===== config.mk =====
export PLATFORM = sky130hd
export DESIGN_NAME = fddm_core
export DESIGN_NICKNAME = d
export VERILOG_FILES = /design/src/core/fddm_pkg.sv /design/src/core/fddm_core.sv
export SDC_FILE = /design/constraint.sdc
export NUM_CORES = 1
export LEC_CHECK = 0
export BUFFER_PORTS_ARGS = -buffer_cell sky130_fd_sc_hd__buf_2
export CAP_MARGIN = 20
export CELL_PAD_IN_SITES_DETAIL_PLACEMENT = 0
export CELL_PAD_IN_SITES_GLOBAL_PLACEMENT = 1
export CORE_UTILIZATION = 36
export CTS_CLUSTER_SIZE = 30
export DETAILED_ROUTE_END_ITERATION = 6
export GPL_TIMING_DRIVEN = 0
export HOLD_SLACK_MARGIN = 0.03
export PLACE_DENSITY_LB_ADDON = 0.25
export SLEW_MARGIN = 40
export SYNTH_ARGS = -nofsm -noshare
export SYNTH_HDL_FRONTEND = slang
export SYNTH_SLANG_ARGS = --single-unit

===== constraint.sdc =====
create_clock -name sys_clk -period 6.36 [get_ports sys_clk]
set_input_delay 0.636 -clock sys_clk [delete_from_list [all_inputs] [get_ports sys_clk]]
set_output_delay 0.636 -clock sys_clk [all_outputs]
set_load 0.02 [all_outputs]

===== src/core/fddm_pkg.sv =====
// Notes on behaviour
// - Each coil is one bit; each holding register is a 16-bit word.
// - Message addresses are zero-based: item N sits at address N minus one.
// - Holding numbers drop the leading 4; reference 40001 is address zero.
// - Coils 1-16 form the control word driving start, stops, relays, set-up.
// - Coils 17-32 carry the master's speed reference, -200% to +200%.
// - Coils 33-48 return the drive status word; unused bits read zero.
// - Coils 49-64 return output frequency open-loop, feedback closed-loop.
// - Coil 65 selects volatile-only or volatile plus nonvolatile storage.
// - Holding register 7 holds the last error code; 1-6 and 8 reserved.
// - Holding register 9 is the array index used on indexed parameters.
// - Parameter groups occupy 1000-register windows from 100 to 49999.
// - Control word is also the input-data holding register 500000.
// - Bus speed reference is the input-data holding register 50010.
// - Status word is the output-data holding register 50200.
// - Main actual value is the output-data holding register 50210.
// - A parameter's holding-register number is ten times its number.
package fddm_pkg;

    localparam int ADDR_W = 20;
    localparam int WORD_W = 16;

    // Item numbers as printed; addresses are derived by item_addr()
    localparam int COIL_CTL_FIRST = 1;
    localparam int COIL_REF_FIRST = 17;
    localparam int COIL_STS_FIRST = 33;
    localparam int COIL_OUT_FIRST = 49;
    localparam int COIL_STORE = 65;
    localparam int COIL_FIELD_LEN = 16;

    localparam int HREG_RESERVED_FIRST = 1;
    localparam int HREG_RESERVED_LAST = 6;
    localparam int HREG_LAST_ERROR = 7;
    localparam int HREG_RESERVED_8 = 8;
    localparam int HREG_ARRAY_INDEX = 9;
    localparam int HREG_PARAM_FIRST = 100;
    localparam int HREG_PARAM_LAST = 49999;
    localparam int HREG_CONTROL_WORD = 500000;
    localparam int HREG_SPEED_REF = 50010;
    localparam int HREG_STATUS_WORD = 50200;
    localparam int HREG_ACTUAL_VALUE = 50210;
    localparam int PARAM_SCALE = 10;

    // Control word bit positions (coil number minus one)
    localparam int CW_PRESET_LSB = 0;
    localparam int CW_PRESET_MSB = 1;
    localparam int CW_NO_DC_BRAKE = 2;
    localparam int CW_NO_COAST = 3;
    localparam int CW_NO_QSTOP = 4;
    localparam int CW_NO_FREEZE = 5;
    localparam int CW_START = 6;
    localparam int CW_RESET = 7;
    localparam int CW_JOG = 8;
    localparam int CW_RAMP2 = 9;
    localparam int CW_DATA_VALID = 10;
    localparam int CW_RELAY1 = 11;
    localparam int CW_RELAY2 = 12;
    localparam int CW_SETUP_LSB = 13;
    localparam int CW_SETUP_MSB = 14;
    localparam int CW_REVERSE = 15;

    // Status bits 37-39 and 45 are not used
    localparam logic [15:0] STATUS_USED_MASK = 16'hEF8F;

    localparam logic [15:0] CONTROL_WORD_RESET = 16'h0000;
    localparam logic [15:0] SPEED_REF_RESET = 16'h0000;
    localparam logic [15:0] ARRAY_INDEX_RESET = 16'h0000;
    localparam logic [15:0] LAST_ERROR_RESET = 16'h0000;
    localparam logic STORE_TARGET_RESET = 1'b0;

    // Error codes the map itself raises
    localparam logic [15:0] ERR_NO_WRITE = 16'h000B;
    localparam logic [15:0] ERR_BAD_ADDRESS = 16'h0040;

    typedef enum logic [0:0]
    {
        FDDM_IDLE = 1'b0,
        FDDM_PARAM = 1'b1
    } fddm_state_t;

    function automatic logic [ADDR_W-1:0] item_addr(input int item);
        item_addr = ADDR_W'(item - 1);
    endfunction

    function automatic logic in_span(input logic [ADDR_W-1:0] a,
                                     input int first_item,
                                     input int len);
        in_span = (a >= item_addr(first_item)) &&
                  (a < item_addr(first_item + len));
    endfunction

endpackage


===== src/core/fddm_core.sv =====
`timescale 1ns/1ps
module fddm_core
    import fddm_pkg::*;
(
    input wire logic sys_clk,
    input wire logic reset,
    input wire logic req_valid,
    input wire logic req_coil,
    input wire logic req_write,
    input wire logic [ADDR_W-1:0] req_addr,
    input wire logic [WORD_W-1:0] req_wdata,
    output logic req_busy,
    output logic rsp_valid,
    output logic rsp_error,
    output logic [WORD_W-1:0] rsp_data,
    input wire logic [WORD_W-1:0] drive_status_word,
    input wire logic [WORD_W-1:0] output_frequency,
    input wire logic [WORD_W-1:0] feedback_value,
    input wire logic closed_loop,
    input wire logic drive_err_valid,
    input wire logic [WORD_W-1:0] drive_err_code,
    output logic param_req,
    output logic param_write,
    output logic [WORD_W-1:0] param_number,
    output logic [WORD_W-1:0] param_index,
    output logic [WORD_W-1:0] param_wdata,
    output logic param_store_nv,
    input wire logic param_ack,
    input wire logic param_error,
    input wire logic [WORD_W-1:0] param_err_code,
    input wire logic [WORD_W-1:0] param_rdata,
    output logic [WORD_W-1:0] drive_control_word,
    output logic [WORD_W-1:0] bus_speed_reference,
    output logic [1:0] preset_ref_sel,
    output logic dc_brake_req,
    output logic coast_req,
    output logic quick_stop_req,
    output logic freeze_req,
    output logic start_run,
    output logic fault_reset,
    output logic jog,
    output logic ramp2_sel,
    output logic data_valid,
    output logic relay1_on,
    output logic relay2_on,
    output logic [1:0] setup_sel,
    output logic reverse_dir
);

    logic [WORD_W-1:0] control_word_reg;
    logic [WORD_W-1:0] speed_ref_reg;
    logic [WORD_W-1:0] array_index_reg;
    logic [WORD_W-1:0] last_error_reg;
    logic store_target_reg;
    fddm_state_t state_reg;
    fddm_state_t state_next;

    // Decode of the current request
    logic take;
    logic is_param;
    logic rd_ok;
    logic wr_ok;
    logic [WORD_W-1:0] rd_word;
    logic [WORD_W-1:0] err_code;
    logic [WORD_W-1:0] actual_value;
    logic [3:0] bit_sel;
    logic [ADDR_W-1:0] reg_num;
    logic [WORD_W-1:0] status_masked;

    assign take = req_valid && (state_reg == FDDM_IDLE);
    assign status_masked = drive_status_word & STATUS_USED_MASK;
    assign actual_value = closed_loop ? feedback_value
                                      : output_frequency;
    assign reg_num = req_addr + ADDR_W'(1);

    always_comb
    begin
        rd_ok = 1'b0;
        wr_ok = 1'b0;
        is_param = 1'b0;
        rd_word = '0;
        err_code = ERR_BAD_ADDRESS;
        bit_sel = req_addr[3:0];
        if (req_coil)
        begin
            // One bit per coil, returned in bit 0
            if (in_span(req_addr, COIL_CTL_FIRST, COIL_FIELD_LEN))
            begin
                rd_ok = 1'b1;
                wr_ok = 1'b1;
                rd_word = {15'h0000, control_word_reg[bit_sel]};
            end
            else if (in_span(req_addr, COIL_REF_FIRST, COIL_FIELD_LEN))
            begin
                rd_ok = 1'b1;
                wr_ok = 1'b1;
                rd_word = {15'h0000, speed_ref_reg[bit_sel]};
            end
            else if (in_span(req_addr, COIL_STS_FIRST, COIL_FIELD_LEN))
            begin
                rd_ok = 1'b1;
                rd_word = {15'h0000, status_masked[bit_sel]};
                err_code = ERR_NO_WRITE;
            end
            else if (in_span(req_addr, COIL_OUT_FIRST, COIL_FIELD_LEN))
            begin
                rd_ok = 1'b1;
                rd_word = {15'h0000, actual_value[bit_sel]};
                err_code = ERR_NO_WRITE;
            end
            else if (req_addr == item_addr(COIL_STORE))
            begin
                rd_ok = 1'b1;
                wr_ok = 1'b1;
                rd_word = {15'h0000, store_target_reg};
            end
        end
        else
        begin
            if (req_addr == item_addr(HREG_LAST_ERROR))
            begin
                rd_ok = 1'b1;
                rd_word = last_error_reg;
                err_code = ERR_NO_WRITE;
            end
            else if ((req_addr >= item_addr(HREG_RESERVED_FIRST) &&
                      req_addr <= item_addr(HREG_RESERVED_LAST)) ||
                     req_addr == item_addr(HREG_RESERVED_8))
            begin
                // Reserved words read zero and swallow writes
                rd_ok = 1'b1;
                wr_ok = 1'b1;
            end
            else if (req_addr == item_addr(HREG_ARRAY_INDEX))
            begin
                rd_ok = 1'b1;
                wr_ok = 1'b1;
                rd_word = array_index_reg;
            end
            else if (req_addr >= item_addr(HREG_PARAM_FIRST) &&
                     req_addr <= item_addr(HREG_PARAM_LAST))
            begin
                is_param = 1'b1;
            end
            else if (req_addr == item_addr(HREG_CONTROL_WORD))
            begin
                rd_ok = 1'b1;
                wr_ok = 1'b1;
                rd_word = control_word_reg;
            end
            else if (req_addr == item_addr(HREG_SPEED_REF))
            begin
                rd_ok = 1'b1;
                wr_ok = 1'b1;
                rd_word = speed_ref_reg;
            end
            else if (req_addr == item_addr(HREG_STATUS_WORD))
            begin
                rd_ok = 1'b1;
                rd_word = drive_status_word;
                err_code = ERR_NO_WRITE;
            end
            else if (req_addr == item_addr(HREG_ACTUAL_VALUE))
            begin
                rd_ok = 1'b1;
                rd_word = actual_value;
                err_code = ERR_NO_WRITE;
            end
        end
    end

    logic bad_access;
    assign bad_access = take && !is_param && (req_write ? !wr_ok : !rd_ok);

    always_comb
    begin
        state_next = state_reg;
        unique case (state_reg)
            FDDM_IDLE:
                if (take && is_param)
                    state_next = FDDM_PARAM;
            FDDM_PARAM:
                if (param_ack)
                    state_next = FDDM_IDLE;
        endcase
    end

    always_ff @(posedge sys_clk)
    begin
        if (reset)
            state_reg <= FDDM_IDLE;
        else
            state_reg <= state_next;
    end

    // Coil and word writes share storage, so either view sees the other
    always_ff @(posedge sys_clk)
    begin
        if (reset)
            control_word_reg <= CONTROL_WORD_RESET;
        else if (take && req_write && wr_ok && !is_param)
        begin
            if (req_coil && in_span(req_addr, COIL_CTL_FIRST, COIL_FIELD_LEN))
                control_word_reg[bit_sel] <= req_wdata[0];
            else if (!req_coil &&
                     req_addr == item_addr(HREG_CONTROL_WORD))
                control_word_reg <= req_wdata;
        end
    end

    always_ff @(posedge sys_clk)
    begin
        if (reset)
            speed_ref_reg <= SPEED_REF_RESET;
        else if (take && req_write && wr_ok && !is_param)
        begin
            if (req_coil && in_span(req_addr, COIL_REF_FIRST, COIL_FIELD_LEN))
                speed_ref_reg[bit_sel] <= req_wdata[0];
            else if (!req_coil && req_addr == item_addr(HREG_SPEED_REF))
                speed_ref_reg <= req_wdata;
        end
    end

    always_ff @(posedge sys_clk)
    begin
        if (reset)
            store_target_reg <= STORE_TARGET_RESET;
        else if (take && req_write && req_coil &&
                 req_addr == item_addr(COIL_STORE))
            store_target_reg <= req_wdata[0];
    end

    always_ff @(posedge sys_clk)
    begin
        if (reset)
            array_index_reg <= ARRAY_INDEX_RESET;
        else if (take && req_write && !req_coil &&
                 req_addr == item_addr(HREG_ARRAY_INDEX))
            array_index_reg <= req_wdata;
    end

    // Map errors take priority: the master's own request failed just now
    always_ff @(posedge sys_clk)
    begin
        if (reset)
            last_error_reg <= LAST_ERROR_RESET;
        else if (bad_access)
            last_error_reg <= err_code;
        else if (state_reg == FDDM_PARAM && param_ack && param_error)
            last_error_reg <= param_err_code;
        else if (drive_err_valid)
            last_error_reg <= drive_err_code;
    end

    // Parameter hand-off; index and storage target travel with it
    always_ff @(posedge sys_clk)
    begin
        if (reset)
        begin
            param_req <= 1'b0;
            param_write <= 1'b0;
            param_number <= '0;
            param_index <= '0;
            param_wdata <= '0;
            param_store_nv <= 1'b0;
        end
        else
        begin
            param_req <= take && is_param;
            if (take && is_param)
            begin
                param_write <= req_write;
                param_number <= WORD_W'(reg_num / PARAM_SCALE);
                param_index <= array_index_reg;
                param_wdata <= req_wdata;
                param_store_nv <= store_target_reg;
            end
        end
    end

    always_ff @(posedge sys_clk)
    begin
        if (reset)
        begin
            rsp_valid <= 1'b0;
            rsp_error <= 1'b0;
            rsp_data <= '0;
        end
        else if (take && !is_param)
        begin
            rsp_valid <= 1'b1;
            rsp_error <= bad_access;
            rsp_data <= (req_write || bad_access) ? '0 : rd_word;
        end
        else if (state_reg == FDDM_PARAM && param_ack)
        begin
            rsp_valid <= 1'b1;
            rsp_error <= param_error;
            rsp_data <= param_error ? '0 : param_rdata;
        end
        else
        begin
            rsp_valid <= 1'b0;
            rsp_error <= 1'b0;
            rsp_data <= '0;
        end
    end

    // Busy covers the cycle of the hand-off so a back-to-back request waits
    always_ff @(posedge sys_clk)
    begin
        if (reset)
            req_busy <= 1'b0;
        else
            req_busy <= (state_next == FDDM_PARAM);
    end

    // Stop coils are active low on the bus; outputs here are active high
    always_ff @(posedge sys_clk)
    begin
        if (reset)
        begin
            drive_control_word <= CONTROL_WORD_RESET;
            bus_speed_reference <= SPEED_REF_RESET;
            preset_ref_sel <= '0;
            dc_brake_req <= 1'b0;
            coast_req <= 1'b0;
            quick_stop_req <= 1'b0;
            freeze_req <= 1'b0;
            start_run <= 1'b0;
            fault_reset <= 1'b0;
            jog <= 1'b0;
            ramp2_sel <= 1'b0;
            data_valid <= 1'b0;
            relay1_on <= 1'b0;
            relay2_on <= 1'b0;
            setup_sel <= '0;
            reverse_dir <= 1'b0;
        end
        else
        begin
            drive_control_word <= control_word_reg;
            bus_speed_reference <= speed_ref_reg;
            preset_ref_sel <= {control_word_reg[CW_PRESET_MSB],
                               control_word_reg[CW_PRESET_LSB]};
            dc_brake_req <= !control_word_reg[CW_NO_DC_BRAKE];
            coast_req <= !control_word_reg[CW_NO_COAST];
            quick_stop_req <= !control_word_reg[CW_NO_QSTOP];
            freeze_req <= !control_word_reg[CW_NO_FREEZE];
            start_run <= control_word_reg[CW_START];
            fault_reset <= control_word_reg[CW_RESET];
            jog <= control_word_reg[CW_JOG];
            ramp2_sel <= control_word_reg[CW_RAMP2];
            data_valid <= control_word_reg[CW_DATA_VALID];
            relay1_on <= control_word_reg[CW_RELAY1];
            relay2_on <= control_word_reg[CW_RELAY2];
            setup_sel <= {control_word_reg[CW_SETUP_MSB],
                          control_word_reg[CW_SETUP_LSB]};
            reverse_dir <= control_word_reg[CW_REVERSE];
        end
    end

endmodule


==> run summary <==
Status: finished with violations
Failing checks: design-rule violations, negative setup slack
Leakage power: 0.00549 uW
Main synth FF type: dfxtp_1
Pre-antenna DRT Iters: 7
Synth Warn #: 0
Initial Util: 36.6%
Vias: 12.5k
Initial antenna violation count: 2
Relative slew slack: 40.1%
Final Power: 3150 uW
Power density over the cells: 222 mW/mm^2
Worst R2R End: param_number[12]$_SDFFE_PP0P_
Crit path kind: in -> reg
Launch point of the worst reg-to-reg path: req_busy$_SDFF_PP0_
Synthesized net count: 1563
Port Buffer Count: 243
FF-to-FF setup slack: 3630 ps
Clk_skew: 14.9 ps
Nets: 1872
Cell Rows: 63
Die width: 176 um
CTS buffer count: 17
Largest stage delay, worst path: 520 ps
RSZ-0062 raised after global routing: true
Register area: 0.00342 mm^2
DPL Wire Length: 34500 um
Die area: 0.0308 mm^2
Clk slew on worst S/H paths: 80 ps
Fill count: 3038
Gate Count Post-Synth: 1417
Post-synthesis mux area share: 7.21%
Die Span Y: 176 um
Simple-gate share of the synthesized area: 25.7%
Multi-input logic area: 0.00739 mm^2
Clock sinks: 171
Inst Count DP: 2052
Final setup fails: 3
Largest family of logic cells by synthesized area: compound AO/OA/AOI/OAI gates
Routability cong.: 0.932
Worst EP required: 6730 ps
CP startpoint kind: input pin
Period utilization: 104%
Post-route setup slack: -252 ps
Post-route ant nets: 0
Routed wire length: 45800 um
Peak Freq: 0.151 GHz
Worst slew pin tran: 899 ps
CP dominant cell by count: buf_6
GR Overflow Total: 0
DR iter-0 viols: 1395
Fin cells: 2130
H-tree depth: 4
Hold WC Path Type: in -> reg
CTS Hold Buffers Added: 0
Post-synth EDFFs: 0
Vias in the first global route: 11.5k
Critical Path End Type: register
Fin. max-slew vios: 0
Clk_lat worst skew: 450 ps
I/O Pins: 259
Fin. Hold Viols: 0
Asr flop ratio synth: 0%
CP max FO: 6
Via/cell ratio: 5.86
Xor/xnor share of the synthesized area: 2.50%
Arr. time, crit path: 6990 ps
Clk buf depth: 2
Pre-CTS WS: -1540 ps
WL/cell: 21.5 um
Worst setup endpoint: param_number[0]$_SDFFE_PP0P_
First-pass GRT wire length: 69000 um
CTS tree: yes
Hold slack final: 444 ps
CTS root buffer: clkbuf_16
Distinct cells, synth: 95
Largest net degree at the start of global routing: 19
Peak supply drop: 0.000159 V
Layout cells sized above 1: 28.4%
Worst path slowest cell: or4_4
DRC: 13
Worst r2r path cells: 6
Max-cap violation count: 0
Sequential cell area fraction in the yosys report: 31.6%
Cell Area, Synth: 0.0108 mm^2
Worst Setup SP: req_addr[0]
Layout area overhead: 30.9%
Core ar.: 0.0296 mm^2
Syn avg cell area: 7.65 um^2
Compound-cell area share of the yosys netlist: 26.9%
GRT Overall Usage: 29.2%
Final Critical Period: 6610 ps
Post-Synth Adder-Cell Area: 0.669%
Yosys reg bits: 171
## worst min-delay path by stage
| stage | startpoint | end | slack, ps | depth (start not counted) |
|---|---|---|---|---|
| 2_1_floorplan | control_word_reg[2]$_SDFFE_PP0P_ | dc_brake_req$_SDFF_PP0_ | 430 | 1 |
| 3_3_place_gp | param_wdata[4]$_SDFFE_PP0P_ | param_wdata[4]$_SDFFE_PP0P_ | 440 | 2 |
| 3_5_place_dp | param_wdata[12]$_SDFFE_PP0P_ | param_wdata[12]$_SDFFE_PP0P_ | 440 | 2 |
| 4_1_cts | param_rdata[12] | rsp_data[12]$_SDFF_PP0_ | 430 | 3 |
| 5_1_grt | param_rdata[11] | rsp_data[11]$_SDFF_PP0_ | 450 | 3 |
| 6_report | param_rdata[12] | rsp_data[12]$_SDFF_PP0_ | 440 | 3 |
## per-layer routing
metal	track usage, %	share of wire (%)	routed length (um)	vias to the layer above
li1	-	-	-	5802
met1	41.6	45	20600	5957
met2	45.6	44	20200	650
met3	4.61	8.4	3840	74
met4	7.86	2.5	1150	0
met5	0	0	0	-
## Yosys cell counts (all sizes together), types with 19 or more instances
library cell	instances	area [um^2]
a22oi	19	143
mux2i	24	253
a211oi	55	418
a21oi	122	618
nor2	132	503
buf	40	240
mux2	19	214
nand4	22	144
o21ai	63	315
nor2b	36	225
nor3	29	150
nand3	35	190
dfxtp	171	3420
clkbuf	82	308
nand2	278	1040
## through the flow
| step | setup TNS [ps] | area, um^2 | utilization (%) |
|---|---|---|---|
| CTS | -187 | 14000 | 47.4 |
| global placement | -5330 | 12700 | 42.7 |
| finish | -467 | 14200 | 47.9 |
| detailed placement | -5720 | 12700 | 42.9 |
| floorplan | -140 | 11000 | - |
| global route | -1260 | 14200 | 47.9 |
## layout make-up
type,instances,share of cell area (%)
flip-flops and latches,171,24.1
multi-input cells,1114,52.1
inverters,10,0.300
clock inverters,14,1.04
plain buffers,121,4.54
repair buffers,291,11.4
diodes,1,0.0176
clock buffers,18,3.09
well taps,390,3.44
## layout by cell type (no fill, tap or decap), types with 10 or more instances in the layout
cell,count
nand2_1,274
buf_2,241
dfxtp_1,171
nor2_1,127
a21oi_1,116
clkbuf_1,75
buf_4,59
o21ai_0,55
a211oi_1,50
nor2b_1,36
nand3_1,31
nor3_1,24
mux2i_1,21
nand4_1,21
a22oi_1,18
mux2_2,18
clkbuf_16,17
buf_6,16
a221o_1,16
o211ai_1,15
a222oi_1,15
xnor2_1,14
a31oi_1,14
mux4_2,14
nand2b_1,11
xor2_1,10
## logic make-up (layout without fill, tap and decap cells)
logic type / count (synthesis) / in the layout
AOI/OAI and AO/OA: 414 / 414
xor gates and xnor gates: 31 / 31
adders and majority gates: 6 / 6
buffers and inverters: 132 / 454
DFF: 171 / 171
muxes: 57 / 57
other: 0 / 1
and+or+nand+nor: 606 / 606
## power breakdown
group	internal, uW	total, uW	switching (uW)
clock network	536	1060	529
logic	414	996	582
registers	1080	1080	6.15
## worst max-delay path, delay by kind of cell
family | cells | cell delay (ps)
and+or+nand+nor | 7 | 2020
AOI/OAI and AO/OA | 15 | 3390
buffers and inverters | 5 | 640
muxes | 1 | 270
## what timing repair did
item | CTS | global route
resized for setup | 88 | 22
hold endpoints to repair | 0 | 0
setup buffers | 41 | 4
cloned | 1 | 0
pin swaps | 41 | 17
setup endpoints to repair | 5 | 4
(Power assumes the default switching activity.)
